===== src/pkg/eia_consts.svh =====
// Constants of the extended interrupt aggregator: field positions, vectors,
// reset values and register selectors.
// Assumes inclusion by bare name from any file that needs these values.
//
// Behaviour
// - Bit 0 pin-change, bit 1 user logic
// - Vectors 23 pin-change, 24 user logic
// - Flag sets only when masked in, unacknowledged
// - Flag clears on acknowledge or source drop
// - Request when flag and enable both set
// - Core acknowledges taken vector; ack bit sets
// - Writing one clears ack bit; zero keeps
// - Software clears ack after servicing
// - Mask and enable writes replace whole byte
// - Reset clears every interrupt register
// - Software enables levels in fixed order
// - Re-enable: clear source flag, then ack
// - Port flag sets only when port masked
// - Port bits 0..5: A,E,G,J,K,PL
// - Writing one clears a first-level flag
`ifndef EIA_CONSTS_SVH
`define EIA_CONSTS_SVH

`define EIA_BIT_PIN_CHANGE 0
`define EIA_BIT_USER_LOGIC 1
`define EIA_NUM_SRC 2
`define EIA_REG_WIDTH 8
`define EIA_NUM_PORTS 6
`define EIA_VEC_WIDTH 5
`define EIA_PIN_CHANGE_VECTOR 5'h17
`define EIA_USER_LOGIC_VECTOR 5'h18
`define EIA_REG_RESET 8'h00
`define EIA_SEL_WIDTH 3
`define EIA_SEL_FLAGS 3'h0
`define EIA_SEL_ENABLE 3'h1
`define EIA_SEL_MASK 3'h2
`define EIA_SEL_ACK 3'h3
`define EIA_SEL_PC_FLAGS 3'h4
`define EIA_SEL_PC_ENABLE 3'h5
`define EIA_SEL_PC_MASK 3'h6
`define EIA_SEL_UL_FLAGS 3'h7

`endif


===== src/pkg/eia_pkg.sv =====
// Types shared by the aggregator ends.
// Assumes eia_consts.svh on the include path.
`include "eia_consts.svh"
package eia_pkg;
  typedef logic [`EIA_REG_WIDTH-1:0] eia_byte_t;
  typedef logic [`EIA_VEC_WIDTH-1:0] eia_vec_t;
  typedef logic [`EIA_SEL_WIDTH-1:0] eia_sel_t;

  // Host sequencer states
  typedef enum logic [3:0] {
    EIA_H_IDLE = 4'b0001,
    EIA_H_WAIT = 4'b0010,
    EIA_H_SRC = 4'b0100,
    EIA_H_ACK = 4'b1000
  } eia_host_state_e;
endpackage

===== src/pkg/eia_if.sv =====
// Link between the aggregator device and the core-side host.
// Assumes both ends share clk and srst.
`timescale 1ns/10ps
interface eia_if;
  logic wr_en;
  logic rd_en;
  eia_pkg::eia_sel_t sel;
  eia_pkg::eia_byte_t wdata;
  eia_pkg::eia_byte_t rdata;
  logic irq;
  eia_pkg::eia_vec_t irq_vec;
  logic ack;
  eia_pkg::eia_vec_t ack_vec;

  modport device (
    input wr_en, rd_en, sel, wdata, ack, ack_vec,
    output rdata, irq, irq_vec
  );
  modport host (
    output wr_en, rd_en, sel, wdata, ack, ack_vec,
    input rdata, irq, irq_vec
  );
endinterface


===== src/logic/eia_device.sv =====
// Extended interrupt aggregator device end: first-level pin-change and
// user-logic sources merged into two core vectors.
// Assumes the host drives the link synchronously on clk; pin-change
// notifications arrive from outside the clock domain.
// The pin-change vector wins when both aggregator requests pend.
// A core acknowledge blocks its flag until software writes one to the
// ack bit; the source flag must be cleared first or the request returns.
// Reads of unused register bits give zero; writes to them are dropped.
`timescale 1ns/10ps
`include "eia_consts.svh"
module eia_device (
  // Clock and reset
  input wire logic clk,
  input wire logic srst,
  // Link to the core
  eia_if.device link,
  // Source events
  input wire logic [`EIA_NUM_PORTS-1:0] pin_notify,
  input wire logic [`EIA_REG_WIDTH-1:0] user_logic_set,
  // Status view
  output logic [`EIA_NUM_SRC-1:0] ext_flags_out
);
  // ----------------------------------------------------------------
  // State
  // ----------------------------------------------------------------
  typedef struct packed {
    // Pin synchroniser and edge memory
    logic [`EIA_NUM_PORTS-1:0] sync1;
    logic [`EIA_NUM_PORTS-1:0] sync2;
    logic [`EIA_NUM_PORTS-1:0] sync3;
    // Source and aggregator registers
    eia_pkg::eia_byte_t ul_flags;
    logic [`EIA_NUM_SRC-1:0] flags;
    logic [`EIA_NUM_SRC-1:0] enable;
    logic [`EIA_NUM_SRC-1:0] mask;
    logic [`EIA_NUM_SRC-1:0] ack;
    // Registered link outputs
    eia_pkg::eia_byte_t rdata;
    logic irq;
    eia_pkg::eia_vec_t irq_vec;
  } eia_dev_s;

  eia_dev_s st_q;
  eia_dev_s st_d;

  // ----------------------------------------------------------------
  // Local signals
  // ----------------------------------------------------------------
  // First-level collector view
  logic [`EIA_NUM_PORTS-1:0] pc_flags;
  logic [`EIA_NUM_PORTS-1:0] pc_enable;
  logic [`EIA_NUM_PORTS-1:0] pc_mask;
  logic pc_request;
  logic [`EIA_NUM_PORTS-1:0] pc_notify;
  // Per-source terms
  logic [`EIA_NUM_SRC-1:0] src_req;
  logic [`EIA_NUM_SRC-1:0] ack_in;
  logic [`EIA_NUM_SRC-1:0] pend;
  // Write strobes and read selection
  logic wr_flags_pc;
  logic wr_enable_pc;
  logic wr_mask_pc;
  logic wr_enable_agg;
  logic wr_mask_agg;
  logic wr_ack_agg;
  logic wr_flags_ul;
  eia_pkg::eia_byte_t rd_mux;

  // ----------------------------------------------------------------
  // Write decode and pin edge
  // ----------------------------------------------------------------
  // Selector match for a write strobe
  function automatic logic wr_hit(input eia_pkg::eia_sel_t s);
    wr_hit = link.wr_en && (link.sel == s);
  endfunction

  // One strobe per writable register
  assign wr_flags_pc = wr_hit(`EIA_SEL_PC_FLAGS);
  assign wr_enable_pc = wr_hit(`EIA_SEL_PC_ENABLE);
  assign wr_mask_pc = wr_hit(`EIA_SEL_PC_MASK);
  assign wr_enable_agg = wr_hit(`EIA_SEL_ENABLE);
  assign wr_mask_agg = wr_hit(`EIA_SEL_MASK);
  assign wr_ack_agg = wr_hit(`EIA_SEL_ACK);
  assign wr_flags_ul = wr_hit(`EIA_SEL_UL_FLAGS);

  // Rising edge of the second synchroniser stage; the third stage
  // holds the last level, so a pin held high gives a single event
  assign pc_notify = st_q.sync2 & ~st_q.sync3;

  // ----------------------------------------------------------------
  // First-level pin-change collector
  // ----------------------------------------------------------------
  eia_pin_change_src #(
    .NPORT(`EIA_NUM_PORTS)
  ) u_pc (
    .clk(clk),
    .srst(srst),
    .notify(pc_notify),
    .wr_flags(wr_flags_pc),
    .wr_enable(wr_enable_pc),
    .wr_mask(wr_mask_pc),
    .wdata(link.wdata[`EIA_NUM_PORTS-1:0]),
    .flags(pc_flags),
    .enable(pc_enable),
    .mask(pc_mask),
    .request(pc_request)
  );

  // ----------------------------------------------------------------
  // Source requests and acknowledge decode
  // ----------------------------------------------------------------
  // Bit 0 carries the pin-change group, bit 1 the user-logic group
  assign src_req[`EIA_BIT_PIN_CHANGE] = pc_request;
  assign src_req[`EIA_BIT_USER_LOGIC] = |st_q.ul_flags;

  // One acknowledge decode per aggregator bit, keyed by its vector
  for (genvar gi = 0; gi < `EIA_NUM_SRC; gi++) begin : g_ack
    localparam eia_pkg::eia_vec_t VEC = (gi == `EIA_BIT_PIN_CHANGE) ?
      `EIA_PIN_CHANGE_VECTOR : `EIA_USER_LOGIC_VECTOR;
    assign ack_in[gi] = link.ack && (link.ack_vec == VEC);
  end

  // ----------------------------------------------------------------
  // Aggregator next state
  // ----------------------------------------------------------------
  always_comb begin
    st_d = st_q;
    // Pin levels pass two stages before any logic reads them
    st_d.sync1 = pin_notify;
    st_d.sync2 = st_q.sync1;
    st_d.sync3 = st_q.sync2;
    // User-logic flags: write one clears, new events win
    if (wr_flags_ul) begin
      st_d.ul_flags = st_q.ul_flags & ~link.wdata;
    end
    st_d.ul_flags = st_d.ul_flags | user_logic_set;
    // Whole-byte writes for enable and mask
    if (wr_enable_agg) begin
      st_d.enable = link.wdata[`EIA_NUM_SRC-1:0];
    end
    if (wr_mask_agg) begin
      st_d.mask = link.wdata[`EIA_NUM_SRC-1:0];
    end
    // Acknowledge: core set wins over software clear,
    // so an acknowledge landing with a clear is never lost
    if (wr_ack_agg) begin
      st_d.ack = st_q.ack & ~link.wdata[`EIA_NUM_SRC-1:0];
    end
    st_d.ack = st_d.ack | ack_in;
    // Flags follow masked, unacknowledged source request; the next ack
    // value drops the flag on the very edge at which the ack bit sets,
    // so no second request reaches the core
    st_d.flags = src_req & st_q.mask & ~st_d.ack;
    // Request to the core; pin-change vector has priority
    // and a pending user-logic request waits behind it
    pend = st_d.flags & st_d.enable;
    st_d.irq = |pend;
    if (pend[`EIA_BIT_PIN_CHANGE]) begin
      st_d.irq_vec = `EIA_PIN_CHANGE_VECTOR;
    end else if (pend[`EIA_BIT_USER_LOGIC]) begin
      st_d.irq_vec = `EIA_USER_LOGIC_VECTOR;
    end else begin
      st_d.irq_vec = '0;
    end
    // Registered read data, zero when no read is taken
    st_d.rdata = link.rd_en ? rd_mux : `EIA_REG_RESET;
  end

  // ----------------------------------------------------------------
  // Read path
  // ----------------------------------------------------------------
  // Register view picked by the selector; unused bits read as zero
  always_comb begin
    rd_mux = `EIA_REG_RESET;
    case (link.sel)
      `EIA_SEL_FLAGS: rd_mux[`EIA_NUM_SRC-1:0] = st_q.flags;
      `EIA_SEL_ENABLE: rd_mux[`EIA_NUM_SRC-1:0] = st_q.enable;
      `EIA_SEL_MASK: rd_mux[`EIA_NUM_SRC-1:0] = st_q.mask;
      `EIA_SEL_ACK: rd_mux[`EIA_NUM_SRC-1:0] = st_q.ack;
      `EIA_SEL_PC_FLAGS: rd_mux[`EIA_NUM_PORTS-1:0] = pc_flags;
      `EIA_SEL_PC_ENABLE: rd_mux[`EIA_NUM_PORTS-1:0] = pc_enable;
      `EIA_SEL_PC_MASK: rd_mux[`EIA_NUM_PORTS-1:0] = pc_mask;
      `EIA_SEL_UL_FLAGS: rd_mux = st_q.ul_flags;
      default: rd_mux = `EIA_REG_RESET;
    endcase
  end

  // ----------------------------------------------------------------
  // State register
  // ----------------------------------------------------------------
  // Synchronous reset clears every register and output
  always_ff @(posedge clk) begin
    if (srst) begin
      st_q <= '0;
    end else begin
      st_q <= st_d;
    end
  end

  // ----------------------------------------------------------------
  // Outputs
  // ----------------------------------------------------------------
  // Every link output and the status view come straight from flops
  assign link.rdata = st_q.rdata;
  assign link.irq = st_q.irq;
  assign link.irq_vec = st_q.irq_vec;
  assign ext_flags_out = st_q.flags;
endmodule


===== src/logic/eia_pin_change_src.sv =====
// First-level pin-change collector: flag, enable and mask per port group.
// Assumes notifications are already synchronised single-cycle pulses.
`timescale 1ns/10ps
`include "eia_consts.svh"
module eia_pin_change_src #(
  parameter int NPORT = `EIA_NUM_PORTS
) (
  // Clock and reset
  input wire logic clk,
  input wire logic srst,
  // Notifications, bit order A,E,G,J,K,PL
  input wire logic [NPORT-1:0] notify,
  // Register writes
  input wire logic wr_flags,
  input wire logic wr_enable,
  input wire logic wr_mask,
  input wire logic [NPORT-1:0] wdata,
  // State
  output logic [NPORT-1:0] flags,
  output logic [NPORT-1:0] enable,
  output logic [NPORT-1:0] mask,
  output logic request
);
  typedef struct packed {
    logic [NPORT-1:0] flags;
    logic [NPORT-1:0] enable;
    logic [NPORT-1:0] mask;
  } eia_pc_s;

  eia_pc_s st_q;
  eia_pc_s st_d;

  // Next-state: set wins over write-one-clear
  always_comb begin
    st_d = st_q;
    if (wr_flags) begin
      st_d.flags = st_q.flags & ~wdata;
    end
    st_d.flags = st_d.flags | (notify & st_q.mask);
    if (wr_enable) begin
      st_d.enable = wdata;
    end
    if (wr_mask) begin
      st_d.mask = wdata;
    end
  end

  // State register
  always_ff @(posedge clk) begin
    if (srst) begin
      st_q <= '0;
    end else begin
      st_q <= st_d;
    end
  end

  assign flags = st_q.flags;
  assign enable = st_q.enable;
  assign mask = st_q.mask;
  assign request = |(st_q.flags & st_q.enable);
endmodule


===== src/flat_wrapper.sv =====
// flat-port wrapper written by rule: the top's interface ports become plain ports
module eia_device_flat 
  (clk, srst, pin_notify, user_logic_set, ext_flags_out, link_wr_en, link_rd_en, link_sel, link_wdata, link_ack, link_ack_vec, link_rdata, link_irq, link_irq_vec);
  eia_if link_i ();
  input wire logic clk;
  input wire logic srst;
  input wire logic [`EIA_NUM_PORTS-1:0] pin_notify;
  input wire logic [`EIA_REG_WIDTH-1:0] user_logic_set;
  output logic [`EIA_NUM_SRC-1:0] ext_flags_out;
  input wire logic [$bits(link_i.wr_en)-1:0] link_wr_en;
  input wire logic [$bits(link_i.rd_en)-1:0] link_rd_en;
  input wire logic [$bits(link_i.sel)-1:0] link_sel;
  input wire logic [$bits(link_i.wdata)-1:0] link_wdata;
  input wire logic [$bits(link_i.ack)-1:0] link_ack;
  input wire logic [$bits(link_i.ack_vec)-1:0] link_ack_vec;
  output wire logic [$bits(link_i.rdata)-1:0] link_rdata;
  output wire logic [$bits(link_i.irq)-1:0] link_irq;
  output wire logic [$bits(link_i.irq_vec)-1:0] link_irq_vec;
  assign link_i.wr_en = link_wr_en;
  assign link_i.rd_en = link_rd_en;
  assign link_i.sel = link_sel;
  assign link_i.wdata = link_wdata;
  assign link_i.ack = link_ack;
  assign link_i.ack_vec = link_ack_vec;
  assign link_rdata = link_i.rdata;
  assign link_irq = link_i.irq;
  assign link_irq_vec = link_i.irq_vec;
  eia_device u_core (.clk(clk), .srst(srst), .link(link_i), .pin_notify(pin_notify), .user_logic_set(user_logic_set), .ext_flags_out(ext_flags_out));
endmodule

===== config.mk =====
export PLATFORM = sky130hd
export DESIGN_NAME = eia_device_flat
export DESIGN_NICKNAME = d
export VERILOG_FILES = /design/src/pkg/eia_pkg.sv /design/src/pkg/eia_if.sv /design/src/logic/eia_device.sv /design/src/logic/eia_pin_change_src.sv /design/src/flat_wrapper.sv
export VERILOG_INCLUDE_DIRS = /design/src /design/src/pkg
export SDC_FILE = /design/constraint.sdc
export NUM_CORES = 1
export LEC_CHECK = 0
export BUFFER_PORTS_ARGS = -buffer_cell sky130_fd_sc_hd__buf_2
export CAP_MARGIN = 20
export CORE_ASPECT_RATIO = 0.8
export CORE_MARGIN = 2
export CORE_UTILIZATION = 42
export CTS_CLUSTER_SIZE = 10
export DETAILED_ROUTE_END_ITERATION = 10
export GPL_ROUTABILITY_DRIVEN = 0
export GPL_TIMING_DRIVEN = 0
export PLACE_DENSITY_LB_ADDON = 0.1
export SYNTH_ARGS = -nofsm -noshare
export SYNTH_HDL_FRONTEND = slang
export SYNTH_SLANG_ARGS = --single-unit

===== constraint.sdc =====
create_clock -name clk -period 1.2 [get_ports clk]
set_input_delay 0.06 -clock clk [delete_from_list [all_inputs] [get_ports clk]]
set_output_delay 0.06 -clock clk [all_outputs]
set_load 0.02 [all_outputs]

# After elaboration in Yosys (flattened, before gate mapping)
# Index checks and enable logic that the tools add are counted.
# word_totals
ff_bits	66
latchBits	0
ram_bits	0
mem_bits_ro	0
input_bits	35
output_inout_bits	16
memories	0
# op_classes
addsub	0
multipliers	0
div_mod_pow	0
order_cmp	0
n_eq_ne	9
shift	0
n_mux	8
n_bitwise	19
reduce_logical	16
# op_table
cell	count
$and A6 B6 Y6	4
$pmux W2 S8	1
$pmux W4 S4	1
$eq A3 B3 Y1 const B	4
$not A6 Y6	2
$eq A5 B5 Y1 const B	2
$mux W5	2
$logic_and A1 B1 Y1	9
$and A2 B2 Y2	4
$and A8 B8 Y8	1
$mux W8	1
$not A8 Y8	1
$or A8 B8 Y8	1
$reduce_or A8 Y1	1
$eq A3 B2 Y1 const B	2
$mux W6	1
$or A6 B6 Y6	1
$reduce_or A2 Y1	3
$reduce_or A6 Y1	1
$mux W2	2
$not A2 Y2	2
$eq A3 B1 Y1 const B	1
$logic_not A3 Y1	1
$reduce_or A3 Y1	1
other kinds (2)	3

# Depth between registers and ports, before layout
# Gate-level depths: netlist of the first run.
# depth
ltp_word	9
depth_mapped	6
ltp_nobuf	4

# By module
# A second synthesis of the first run with hierarchy kept.
# unflattened
cells_unflattened	261
area_unflattened_um2	2672.6
# by_module_without_submodules
mod	instances	cells_per_inst	area_per_inst_um2	seq_area_each_um2
eia_device	1	193	1939.4	900.9
eia_pin_change_src	1	68	733.2	360.3

# Worst setup path after synthesis of the first run
# Ideal clock, no wire load.
# synth_timing
kind	input to register
start	in link_sel[2]
end	reg u_core.st_q (netlist bit u_core.link.irq_vec[3])
arrival_ns	0.939
t_required_ns	1.085
path_slack_ns	0.146
stages	4
n_path_buf	0
path_cell_list	and4bb_1 -> mux2_1 -> nand4_1 -> o21ba_1
# synth_via
elab_chain_cells	8
word_cells_on_any_way	12
classes_between	2 x eq/ne; 3 x mux; 4 x bitwise; 3 x reduce/logical
# synth_rtl
element	line_no	source
from (decl)	flat_wrapper.sv:12	input wire logic [$bits(link_i.sel)-1:0] link_sel;
$eq A3 B2 Y1	eia_device.sv:74	wr_hit = link.wr_en && (link.sel == s);
$logic_and A1 B1 Y1	eia_device.sv:74	
$mux W2	eia_device.sv:146	if (wr_ack_agg) begin
$or A2 B2 Y2	eia_device.sv:149	st_d.ack = st_d.ack | ack_in;
$not A2 Y2	eia_device.sv:153	st_d.flags = src_req & st_q.mask & ~st_d.ack;
$and A2 B2 Y2	eia_device.sv:153	
$and A2 B2 Y2 (*)	eia_device.sv:156	pend = st_d.flags & st_d.enable;
$mux W5 or $reduce_or A2 Y1 (tied branches)	-	
to (signal assigned)	eia_device.sv:196	st_q <= st_d;
to (decl)	eia_device.sv:43	eia_dev_s st_q;
# Mark *: on every way between the ends. The rest lies on a longest branch, timed or not.
# A chain may end at the register's enable or synchronous reset.

# Final worst setup path of the first run
# layout_timing
start	reg u_core.st_q[23] (netlist name)
end	reg u_core.st_q (netlist bit u_core.link.irq_vec[3])
# layout_via
elab_chain_cells	5
# layout_rtl
element	line_no	source
$reduce_or A8 Y1	eia_device.sv:114	assign src_req[`EIA_BIT_USER_LOGIC] = |st_q.ul_flags;
$and A2 B2 Y2 (2 in series)	eia_device.sv:153	
$and A2 B2 Y2	eia_device.sv:156	
$mux W5	eia_device.sv:160	end else if (pend[`EIA_BIT_USER_LOGIC]) begin
# No other way between the ends.

==> results of run 1 <==
## tightest hold or removal path, cell delays in order
cell and delay (ns):
buf_2 0.12, mux2i_1 0.07, nor2_1 0.07
## cell usage in the layout (no fill, tap or decap), types with 2 or more instances in the layout
cell type,count
mux4_1,2
buf_2,53
nand3_1,3
dfxtp_1,56
nor4_1,2
a22oi_1,3
nand2_1,20
and2_1,2
nand4_1,2
nor2b_1,29
buf_4,15
a21oi_1,11
and4bb_1,2
clkbuf_8,11
dlygate4sd3_1,16
clkinv_2,2
nor2_1,32
dfxtp_2,7
mux4_2,2
a22o_1,3
inv_1,10
a32oi_1,6
clkbuf_1,8
o21ai_2,2
nor3_1,2
mux2i_1,16
## cell type report
class	instances	area (um2)
multi-input cells	161	1110
inverters	10	37.5
flip-flops and latches	63	1270
plain buffers	27	181
well taps	81	101
clock inverters	3	17.5
fillers	552	2630
clock buffers	13	159
repair buffers	65	405
## layer usage
layer / track usage (%) / up-vias / part of all wire [%]
met3: 6.05 / 10 / 6.2
met2: 28.0 / 59 / 43
met4: 7.07 / 0 / 1.4
met5: 0 / - / 0
met1: 25.4 / 929 / 49
li1: - / 1037 / -
## what timing repair did
item                                   4_1_cts  5_1_grt
endpoints found under the hold margin       17        0
hold buffers                                16        0
pin swaps                                    3        2
setup endpoints to repair                    2        2
resized for setup                            5        6
## metrics by stage
| stage | instances | cell area, um2 | setup TNS [ns] | power (uW) | worst slack (ns) |
|---|---|---|---|---|---|
| 2_1_floorplan | 261 | 2560 | 0 | 2410 | 0.146 |
| 3_3_place_gp | 391 | 2910 | -2.31 | 2540 | -0.152 |
| 4_1_cts | 423 | 3270 | 0 | 4240 | 0.00279 |
| 6_report | 423 | 3280 | 0 | 4210 | 0.0157 |
| 5_1_grt | 423 | 3280 | -0.0589 | 4390 | -0.0492 |
| 3_5_place_dp | 391 | 2910 | -2.30 | 2550 | -0.152 |
## synthesized netlist by cell type (all sizes together), types with 2 or more instances
library cell / count / area share (%)
clkbuf: 6 / 0.88
buf: 21 / 6.2
and4bb: 3 / 1.5
nand3: 4 / 0.98
o21ai: 3 / 0.88
nor2b: 29 / 7.1
inv: 10 / 1.5
nand4: 3 / 0.98
nor4: 4 / 0.98
nor3: 2 / 0.39
a32oi: 6 / 2.1
dfxtp: 63 / 49
a21oi: 11 / 2.1
mux2i: 16 / 6.2
nand2: 20 / 2.9
a22oi: 3 / 0.88
a22o: 3 / 1.0
and2: 3 / 0.73
nor2: 32 / 4.7
mux4: 4 / 3.8
## logic make-up (layout without fill, tap and decap cells)
kind of cell	count (synthesis)	in the layout	share of synthesized area, %
AND/OR/NAND/NOR	106	106	22.0
AO/OA/AOI/OAI	34	34	9.77
flip-flops	63	63	49.2
multiplexers	21	21	10.5
buffers and inverters	37	118	8.54
## sequential cells by signal (all words and copies together) (netlist names)
| signal | cells |
|---|---|
| u_core.st_q | 20 |
| u_core.st_d | 12 |
| u_core.link.rdata | 8 |
| u_core.u_pc.enable | 6 |
| u_core.u_pc.flags | 6 |
| u_core.u_pc.mask | 6 |
| u_core.ext_flags_out | 2 |
| u_core.link.irq_vec | 2 |
| u_core.link.irq | 1 |
## power by group through the flow
stage | clock, uW | sequential [uW] | combinational [uW]
6_report | 1660 | 2200 | 359
5_1_grt | 1790 | 2200 | 399
4_1_cts | 1690 | 2190 | 360
3_5_place_dp | 0 | 2230 | 316
3_3_place_gp | 0 | 2230 | 311
2_1_floorplan | 0 | 2220 | 193
## worst min path at each step
stage	slack (ns)	cells after the start	endpoint	start
2_1_floorplan	0.18	2	u_core.st_q[22]	user_logic_set[0]
3_3_place_gp	0.26	3	u_core.st_q[27]	user_logic_set[5]
3_5_place_dp	0.27	3	u_core.st_q[24]	user_logic_set[2]
4_1_cts	0.002	3	u_core.u_pc.enable[5]	link_wdata[5]
5_1_grt	0.004	3	u_core.u_pc.mask[3]	link_wdata[3]
6_report	0.01	3	u_core.u_pc.enable[3]	link_wdata[3]
==> metrics.md, run 1 <==
| Metric | Value |
|---|---|
| Final Hold Fails | `0` |
| First-pass DRT Iterations | `4` |
| Min cycle time layout | `around 1.2 ns` |
| Post-Route Skew | `0.00473 ns` |
| First-pass GRT wire length | `9400 um` |
| Hold crit path type | `input pin to flop` |
| Setup violators final | `0` |
| Vias per inst | `around 4.8` |
| Crit path depth | `4` |
| Layout cells sized above 1 | `between 20 and 30%` |
| Pwr Density | `1280 nW/um2` |
| Fin util | `a little under three fifths` |
| # DRC | `0` |
| Row count | `25` |
| Synthesized flop and latch total | `63` |
| Total number of yosys warnings | `0` |
| Vias in the first global route | `1,911` |
| Status | `finished clean` |
| Synthesized area | `2560 um2` |
| Main synth FF type | `dfxtp_1` |
| Slew @ Worst Pin | `0.542 ns` |
| Post-synth EDFFs | `0` |
| Worst r2r src | `u_core.st_q[23]` |
| Peak supply drop | `around 0.90 mV` |
| Synth cell types | `between 40 and 50` |
| Width of the die | `roughly 91 um` |
| Routed wire per std cell | `approximately 14 um` |
| Worst-path clk slew | `0.07 ns` |
| Register area share after synthesis | `approximately half` |
| RSZ-0062 raised after global routing | `true` |
| Comb power frac | `8.5%` |
| Syn-to-layout area delta | `28.0%` |
| Post CTS Setup Buffer Count | `0` |
| Largest delay share family, worst path | `simple AND/OR/NAND/NOR gates` |
| TritonCTS clock tree | `built` |
| All-Layer GR Usage | `18.7%` |
| Initial DRC count | `~110` |
| CTS max path bufs | `2` |
| # IOs | `51` |
| Slowest cell delay on critical path | `0.34 ns` |
| Total die area | `6750 um2` |
| GRT overflow | `0` |
| Sinks on Clock Net | `63` |
| Kind of critical path | `flop to flop` |
| Core ar. | `5910 um2` |
| Initial antenna violation count | `0` |
| Initial core utilization | `43.3%` |
| Worst Path Arrival | `1.43 ns` |
| PortBufs | `49` |
| Largest net degree at the start of global routing | `11` |
| WHS | `0.00960 ns` |
| Gate Count Post-Synth | `261` |
| Worst path buffer plus inverter count | `0` |
| Psw | `between 1000 and 1500 uW` |
| Diode count | `0` |
| Seq pwr share | `roughly 52%` |
| Element type at the critical path start | `flop` |
| Relative slew slack | `63.9%` |
| Root Buffer | `clkbuf_8` |
| WL final | `5740 um` |
| Die height | `between 70 and 80 um` |
| Syn avg cell area | `~9.8 um2` |
| Worst Setup SP | `u_core.st_q[23]` |
| Routed via count | `2,035` |
| Critical Path, Cell by Cell | `nor4_4 -> a211oi_2 -> nand4_1 -> o21ba_1` |
| Fin crit share | `a little over nine tenths` |
| Slowest-stage cell, CP | `dfxtp_2` |
| CTS Buf Count | `9` |
| Synth Net Count | `296` |
| Reg-to-reg endpoint | `u_core.link.irq_vec[3]` |
| H-tree levels | `3` |
| Leak pwr | `approximately 0.0015 uW` |
| Worst-path fanout max | `3` |
| Nets@finish | `372` |
| Worst Setup EP | `u_core.link.irq_vec[3]` |
| Worst EP required | `1.44 ns` |
| Switching Fraction | `24.2%` |
| Final Max Slew Viols | `0` |
| Clock Latency Late Sink | `0.34 ns` |
| Hpwl dp | `4100 um` |
| Power Internal | `3200 uW` |
| Maxcap violations | `0` |
| Clock power share | `39.4%` |
| Post-synthesis async set-or-reset flop share | `0%` |
| Crit end category | `flop` |
| Reg2reg setup slack | `0.02 ns` |
| Routed Antenna Nets | `0` |
| Fmax | `844 MHz` |
| Worst reg2reg path depth | `4` |
Power figures use the tool's default switching activity.
==> run 2: changes to the inputs <==
--- a/config.mk
+++ b/config.mk
@@ -10,7 +10,7 @@
 export CAP_MARGIN = 20
 export CORE_ASPECT_RATIO = 0.8
 export CORE_MARGIN = 2
-export CORE_UTILIZATION = 42
+export CORE_UTILIZATION = 49
 export CTS_CLUSTER_SIZE = 10
 export DETAILED_ROUTE_END_ITERATION = 10
 export GPL_ROUTABILITY_DRIVEN = 0
==> constraint.sdc (replaced) <==
create_clock -name clk -period 1 [get_ports clk]
set_input_delay 0.05 -clock clk [delete_from_list [all_inputs] [get_ports clk]]
set_output_delay 0.05 -clock clk [all_outputs]
set_load 0.02 [all_outputs]
==> run 2 against run 1 <==
Net effect:
- the flow now finishes with violations (negative setup slack)
- clock power rose by 31%
- core utilization up 13 points
- power up 25%
- sequential power up 20%
- combinational power is 30% higher
- fmax rose by 0.37%
- worst setup slack worse by 0.20 ns
- critical endpoint unchanged
==> metrics.md, run 2 (synthesis results as in run 1) <==
| Metric | Value |
|---|---|
| Post-route insts no fill | `407 (-3.8%)` |
| Status | `finished, violations left` |
| Final Hold Fails | `0 (unchanged)` |
| Row count | `23 (-8.0%)` |
| CTS max path bufs | `2 (unchanged)` |
| PortBufs | `49 (unchanged)` |
| Peak supply drop | `1.16 mV (+29%)` |
| Fin crit share | `118% (+19 points)` |
| # IOs | `51 (unchanged)` |
| Storage cell area | `1290 um2 (+1.5%)` |
| Diode count | `0 (unchanged)` |
| Max FFs per register | `20 (unchanged)` |
| Most frequent cells in the layout | `buf_2, dfxtp_1, nor2_1` |
| Initial DRC count | `131 (+16%)` |
| RSZ-0062 raised after global routing | `true` |
| Failing checks | `negative setup slack` |
| Slowest cell delay on critical path | `0.38 ns (+0.04 ns)` |
| Dpl ws | `-0.376 ns (-0.224 ns)` |
| Pwr Density | `1540 nW/um2 (+20%)` |
| Worst EP required | `1.29 ns (-0.15 ns)` |
| Width of the die | `84.9 um (-7.1%)` |
| Crit end category | `flop` |
| Fmax | `847 MHz (+0.37%)` |
| Final setup TNS | `-0.891 ns (-0.891 ns)` |
| Layout cells sized above 1 | `37.4% (+7.6 points)` |
| Routed via count | `2,115 (+3.9%)` |
| Die height | `68.7 um (-7.0%)` |
| Hpwl dp | `4150 um (+1.3%)` |
| CTS Buf Count | `9 (unchanged)` |
| Setup violators final | `9 (+9)` |
| Inst Count DP | `372 (-4.9%)` |
| Reg with most FFs | `u_core.st_q` |
| First-pass DRT Iterations | `4 (unchanged)` |
| TritonCTS clock tree | `built` |
| Leak pwr | `0.00148 uW (+2.2%)` |
| H-tree levels | `3 (unchanged)` |
| First-pass GRT wire length | `9340 um (-0.66%)` |
| GRT overflow | `0 (unchanged)` |
| Slowest-stage cell, CP | `dfxtp_2` |
| Final critical-path setup slack | `-0.180 ns (-0.196 ns)` |
| Vias per inst | `5.20 (+8.0%)` |
| Core ar. | `5040 um2 (-15%)` |
| Largest net degree at the start of global routing | `12 (+1)` |
| Reg2reg setup slack | `-0.18 ns (-0.20 ns)` |
| Total die area | `5830 um2 (-14%)` |
| Vias in the first global route | `1,897 (-0.73%)` |
| Routed wire per std cell | `14.8 um (+9.5%)` |
| Sinks on Clock Net | `63 (unchanged)` |
| Initial antenna violation count | `0 (unchanged)` |
| Routed Antenna Nets | `0 (unchanged)` |
| Relative slew slack | `61.0% (-2.9 points)` |
| Slew @ Worst Pin | `0.585 ns (+0.0435 ns)` |
| Kind of critical path | `flop to flop` |
| All-Layer GR Usage | `21.8% (+3.1 points)` |
| Element type at the critical path start | `flop` |
| Initial core utilization | `50.9% (+7.5 points)` |
| Worst Path Arrival | `1.47 ns (+0.04 ns)` |
| Hold crit path type | `input pin to flop` |
| Root Buffer | `clkbuf_8` |
| Min cycle time layout | `1.18 ns (-0.00433 ns)` |
| Critical Path, Cell by Cell | `nor4_4 -> a211oi_2 -> nand4_1 -> o21ba_1` |
| # DRC | `0 (unchanged)` |
| Multi-input gate area | `1180 um2 (+6.7%)` |
| Syn-to-layout area delta | `34.0%` |
| Nets@finish | `375 (+0.81%)` |
| Clock Latency Late Sink | `0.34 ns (about the same)` |
| Final Max Slew Viols | `0 (unchanged)` |
| Post-Route Skew | `0.00739 ns (+0.00266 ns)` |
| Fillers | `417 (-24%)` |
| Worst-path clk slew | `0.07 ns (about the same)` |
| Worst-path fanout max | `3 (unchanged)` |
| Maxcap violations | `0 (unchanged)` |
| WL final | `6040 um (+5.3%)` |
-- run 2: cell types whose count changed in the layout (fill, tap and decap cells not counted), sizes merged --
cell / change
bufinv: +1
clkinvlp: +1
dlygate4sd3: +2
clkbuf: -2
clkinv: +1
-- run 2: final cells by class --
class                      count  share of cell area, %
inverter                      10                   1.09
sequential                    63                   37.5
clock inverter                 6                   1.75
multi-input combinational    161                   34.4
timing repair buffer          68                   13.5
buffer                        27                   5.39
clock buffer                  10                   4.01
tap                           62                   2.26
-- run 2: power breakdown --
part           switching [uW]  total, uW  internal [uW]  leakage (uW)
combinational             232        468            237      0.000864
clock                     962       2170           1200     0.0000981
sequential               54.5       2640           2580      0.000521
-- run 2: worst paths after layout --
kind | startpoint | to | depth (start not counted)
hold reg to reg | u_core.st_d[40] | u_core.st_d[34] | 1
setup reg to reg | u_core.st_q[29] | u_core.link.irq_vec[3] | 4
setup / recovery | u_core.st_q[29] | u_core.link.irq_vec[3] | 4
hold / removal | link_rd_en | u_core.link.rdata[0] | 3
-- run 2: stage by stage --
step / total power (uW) / hold slack [ns] / instance area (um2) / utilization, %
floorplan: 2900 / 0.167 / 2560 / -
global placement: 3060 / 0.254 / 2890 / 57.3
detailed placement: 3070 / 0.264 / 2890 / 57.3
CTS: 5310 / -0.00993 / 3350 / 66.5
global route: 5480 / 0.0309 / 3430 / 68.2
finish: 5270 / 0.00962 / 3430 / 68.2
-- run 2: timing repair --
action / CTS / global route
hold buffers: 18 / 0
pin swaps: 9 / 4
buffers inserted: 0 / 1
endpoints found under the hold margin: 23 / 0
endpoints found under the setup margin: 16 / 21
gates resized for setup: 22 / 24
-- run 2: per-layer routing --
metal	vias up	routed length, um	track usage (%)
li1	1036	-	-
met1	1004	2760	27.4
met2	69	2850	35.7
met3	6	383	7.74
met4	0	49	6.55
met5	-	0	0
-- run 2: worst max-delay path, delay by kind of cell (launching register included) --
family	cells	cell delay, ns
and+or+nand+nor	2	0.21
DFF	1	0.38
AOI/OAI and AO/OA	2	0.55
==> run 3: changes to the inputs <==
==> constraint.sdc (replaced) <==
create_clock -name clk -period 1 [get_ports clk]
set_input_delay 0.05 -clock clk [delete_from_list [all_inputs] [get_ports clk]]
set_output_delay 0.05 -clock clk [all_outputs]
set_load 0.05 [all_outputs]
==> run 3 against run 2 <==
Net effect:
- global-route usage grew 0.55 points
- first-iteration DRC count is 9.9% higher
- combinational power grew 4%
- fmax increased by 2.5%
- sequential power about the same
- register-to-register slack improved by 0.03 ns
- clock-buffer cell count did not move
- the flow still finishes with violations (negative setup slack)
==> metrics.md, run 3 (synthesis results as in run 1) <==
| Metric | Value |
|---|---|
| Min cycle time layout | `1.15 ns (-0.0293 ns)` |
| TritonCTS clock tree | `built` |
| Reg-to-reg endpoint | `u_core.link.irq_vec[3]` |
| Row count | `23 (unchanged)` |
| WL final | `6130 um (+1.5%)` |
| Comb power frac | `9.2% (+0.3 points)` |
| Psw | `1270 uW (+1.9%)` |
| Element type at the critical path start | `flop` |
| Fillers | `407 (-2.4%)` |
| Sinks on Clock Net | `63 (unchanged)` |
| Initial antenna violation count | `0 (unchanged)` |
| Worst hold path depth | `3 (unchanged)` |
| Worst-path clk slew | `0.07 ns (about the same)` |
| Pwr Density | `1510 nW/um2 (-2.0%)` |
| Initial core utilization | `50.9% (unchanged)` |
| Dpl ws | `-0.376 ns (unchanged)` |
| Hpwl dp | `4150 um (unchanged)` |
| Routed wire per std cell | `15.1 um (+2.0%)` |
| Routed via count | `2,104 (-0.52%)` |
| Diode count | `0 (unchanged)` |
| Status | `finished, violations left` |
| RSZ-0062 raised after global routing | `true` |
| Seq pwr share | `49.8% (-0.3 points)` |
| # IOs | `51 (unchanged)` |
| Tot Pwr | `5300 uW (+0.51%)` |
| Core ar. | `5040 um2 (unchanged)` |
| Design area | `3520 um2 (+2.5%)` |
| Die height | `68.7 um (unchanged)` |
| GRT overflow | `0 (unchanged)` |
| Cell Area, Placed | `2890 um2 (unchanged)` |
| Post-Route Skew | `0.00851 ns (+0.00113 ns)` |
| Hold path startpoint | `link_rd_en` |
| Vias per inst | `5.20 (about the same)` |
| Vias in the first global route | `1,936 (+2.1%)` |
| Reg2reg setup slack | `-0.15 ns (+0.03 ns)` |
| Kind of critical path | `flop to flop` |
| All-Layer GR Usage | `22.3% (+0.55 points)` |
| PortBufs | `49 (unchanged)` |
| Maxcap violations | `0 (unchanged)` |
| CTS Buf Count | `9 (unchanged)` |
| Worst-path fanout max | `3 (unchanged)` |
| Fin crit share | `115% (-2.9 points)` |
| Nets@finish | `373 (-0.53%)` |
| Worst r2r src | `u_core.st_q[29]` |
| Final critical-path setup slack | `-0.151 ns (+0.0293 ns)` |
| Fmax | `869 MHz (+2.5%)` |
| Clock Latency Late Sink | `0.34 ns (about the same)` |
| Total die area | `5830 um2 (unchanged)` |
| Reg with most FFs | `u_core.st_q` |
| Worst Hold End | `u_core.link.rdata[0]` |
| Final setup TNS | `-0.822 ns (+0.0689 ns)` |
| Clock power share | `41.1% (about the same)` |
| Switching Fraction | `24.0% (+0.34 points)` |
| Setup violators final | `11 (+2)` |
| Worst Path Arrival | `1.44 ns (-0.03 ns)` |
| Initial DRC count | `144 (+9.9%)` |
| First-pass GRT wire length | `9550 um (+2.3%)` |
| Hold crit path type | `input pin to flop` |
| Worst EP required | `1.29 ns (about the same)` |
| Peak supply drop | `1.16 mV (-0.15%)` |
| Layout cells sized above 1 | `37.0% (-0.37 points)` |
| Relative slew slack | `61.5% (+0.50 points)` |
| Leak pwr | `0.00149 uW (+0.20%)` |
| Slew @ Worst Pin | `0.578 ns (-0.00744 ns)` |
| Final Hold Fails | `0 (unchanged)` |
| Most frequent cells in the layout | `dfxtp_1, buf_2, nor2_1` |
| Max FFs per register | `20 (unchanged)` |
| H-tree levels | `3 (unchanged)` |
| Routed Antenna Nets | `0 (unchanged)` |
| Root Buffer | `clkbuf_8` |
| Failing checks | `negative setup slack` |
| Power Internal | `4030 uW (about the same)` |
| First-pass DRT Iterations | `4 (unchanged)` |
| Commonest non-fill, non-tap cell in the layout | `dfxtp_1` |
| Largest net degree at the start of global routing | `12 (unchanged)` |
| Width of the die | `84.9 um (unchanged)` |
| Final Max Slew Viols | `0 (unchanged)` |
| Syn-to-layout area delta | `37.4%` |
| CTS max path bufs | `2 (unchanged)` |
| # DRC | `0 (unchanged)` |
| Crit end category | `flop` |
| Worst reg2reg path depth | `4 (unchanged)` |
-- run 3: cell types whose count changed in the layout (fill, tap and decap cells not counted), sizes merged --
cell    previous run  this run
buf               70        67
clkbuf            17        18
-- run 3: power groups by stage --
| stage | registers, uW | logic [uW] | clock network (uW) |
|---|---|---|---|
| 5_1_grt | 2640 | 529 | 2320 |
| 3_3_place_gp | 2680 | 391 | 0 |
| 3_5_place_dp | 2680 | 397 | 0 |
| 6_report | 2640 | 486 | 2180 |
| 2_1_floorplan | 2670 | 246 | 0 |
| 4_1_cts | 2640 | 474 | 2210 |
-- run 3: how the worst max path moves through the flow --
stage	from	end	slack, ns	cells after the start
after floorplan	link_sel[1]	u_core.link.irq_vec[3]	-0.03	4
after global placement	srst	u_core.link.irq_vec[2]	-0.35	3
after detailed placement	srst	u_core.link.rdata[6]	-0.38	5
after CTS	u_core.st_q[24]	u_core.link.irq_vec[3]	-0.17	4
after global routing	u_core.st_q[27]	u_core.link.irq_vec[3]	-0.25	4
final	u_core.st_q[29]	u_core.link.irq_vec[3]	-0.15	4
-- run 3: final cells by class --
class | count | area, um2 | share of cell area [%]
plain buffers | 25 | 181 | 5.15
well taps | 62 | 77.6 | 2.20
repair buffers | 68 | 552 | 15.7
multi-input cells | 161 | 1180 | 33.6
inverters | 10 | 37.5 | 1.07
flip-flops and latches | 63 | 1290 | 36.7
clock buffers | 10 | 138 | 3.91
clock inverters | 6 | 60.1 | 1.71
-- run 3: timing repair --
action                     in CTS  in global routing
buffers inserted                0                  1
hold endpoints to repair       23                  0
cloned                          0                  0
gates resized for setup        52                 25
setup endpoints to repair      28                 29
pin swaps                       9                  4
hold buffers                   18                  0
-- run 3: stage by stage --
stage	hold slack [ns]	cells	util (%)
finish	0.00899	405	69.9
global route	0.0307	405	69.9
CTS	-0.00993	406	68.4
detailed placement	0.264	372	57.3
global placement	0.254	372	57.3
floorplan	0.167	261	-
-- run 3: layer usage --
metal | vias up | GRT usage (%) | part of all wire (%)
met2 | 61 | 37.6 | 47
li1 | 1033 | - | -
met1 | 1003 | 27.7 | 46
met5 | - | 0 | 0
met4 | 0 | 6.55 | 1.3
met3 | 7 | 7.62 | 5.9
-- run 3: worst max-delay path: stages (launching register included) --
cell and delay [ns]:
dfxtp_2 0.38, nor4_4 0.05, a211oi_2 0.29, nand4_1 0.15, o21ba_1 0.24
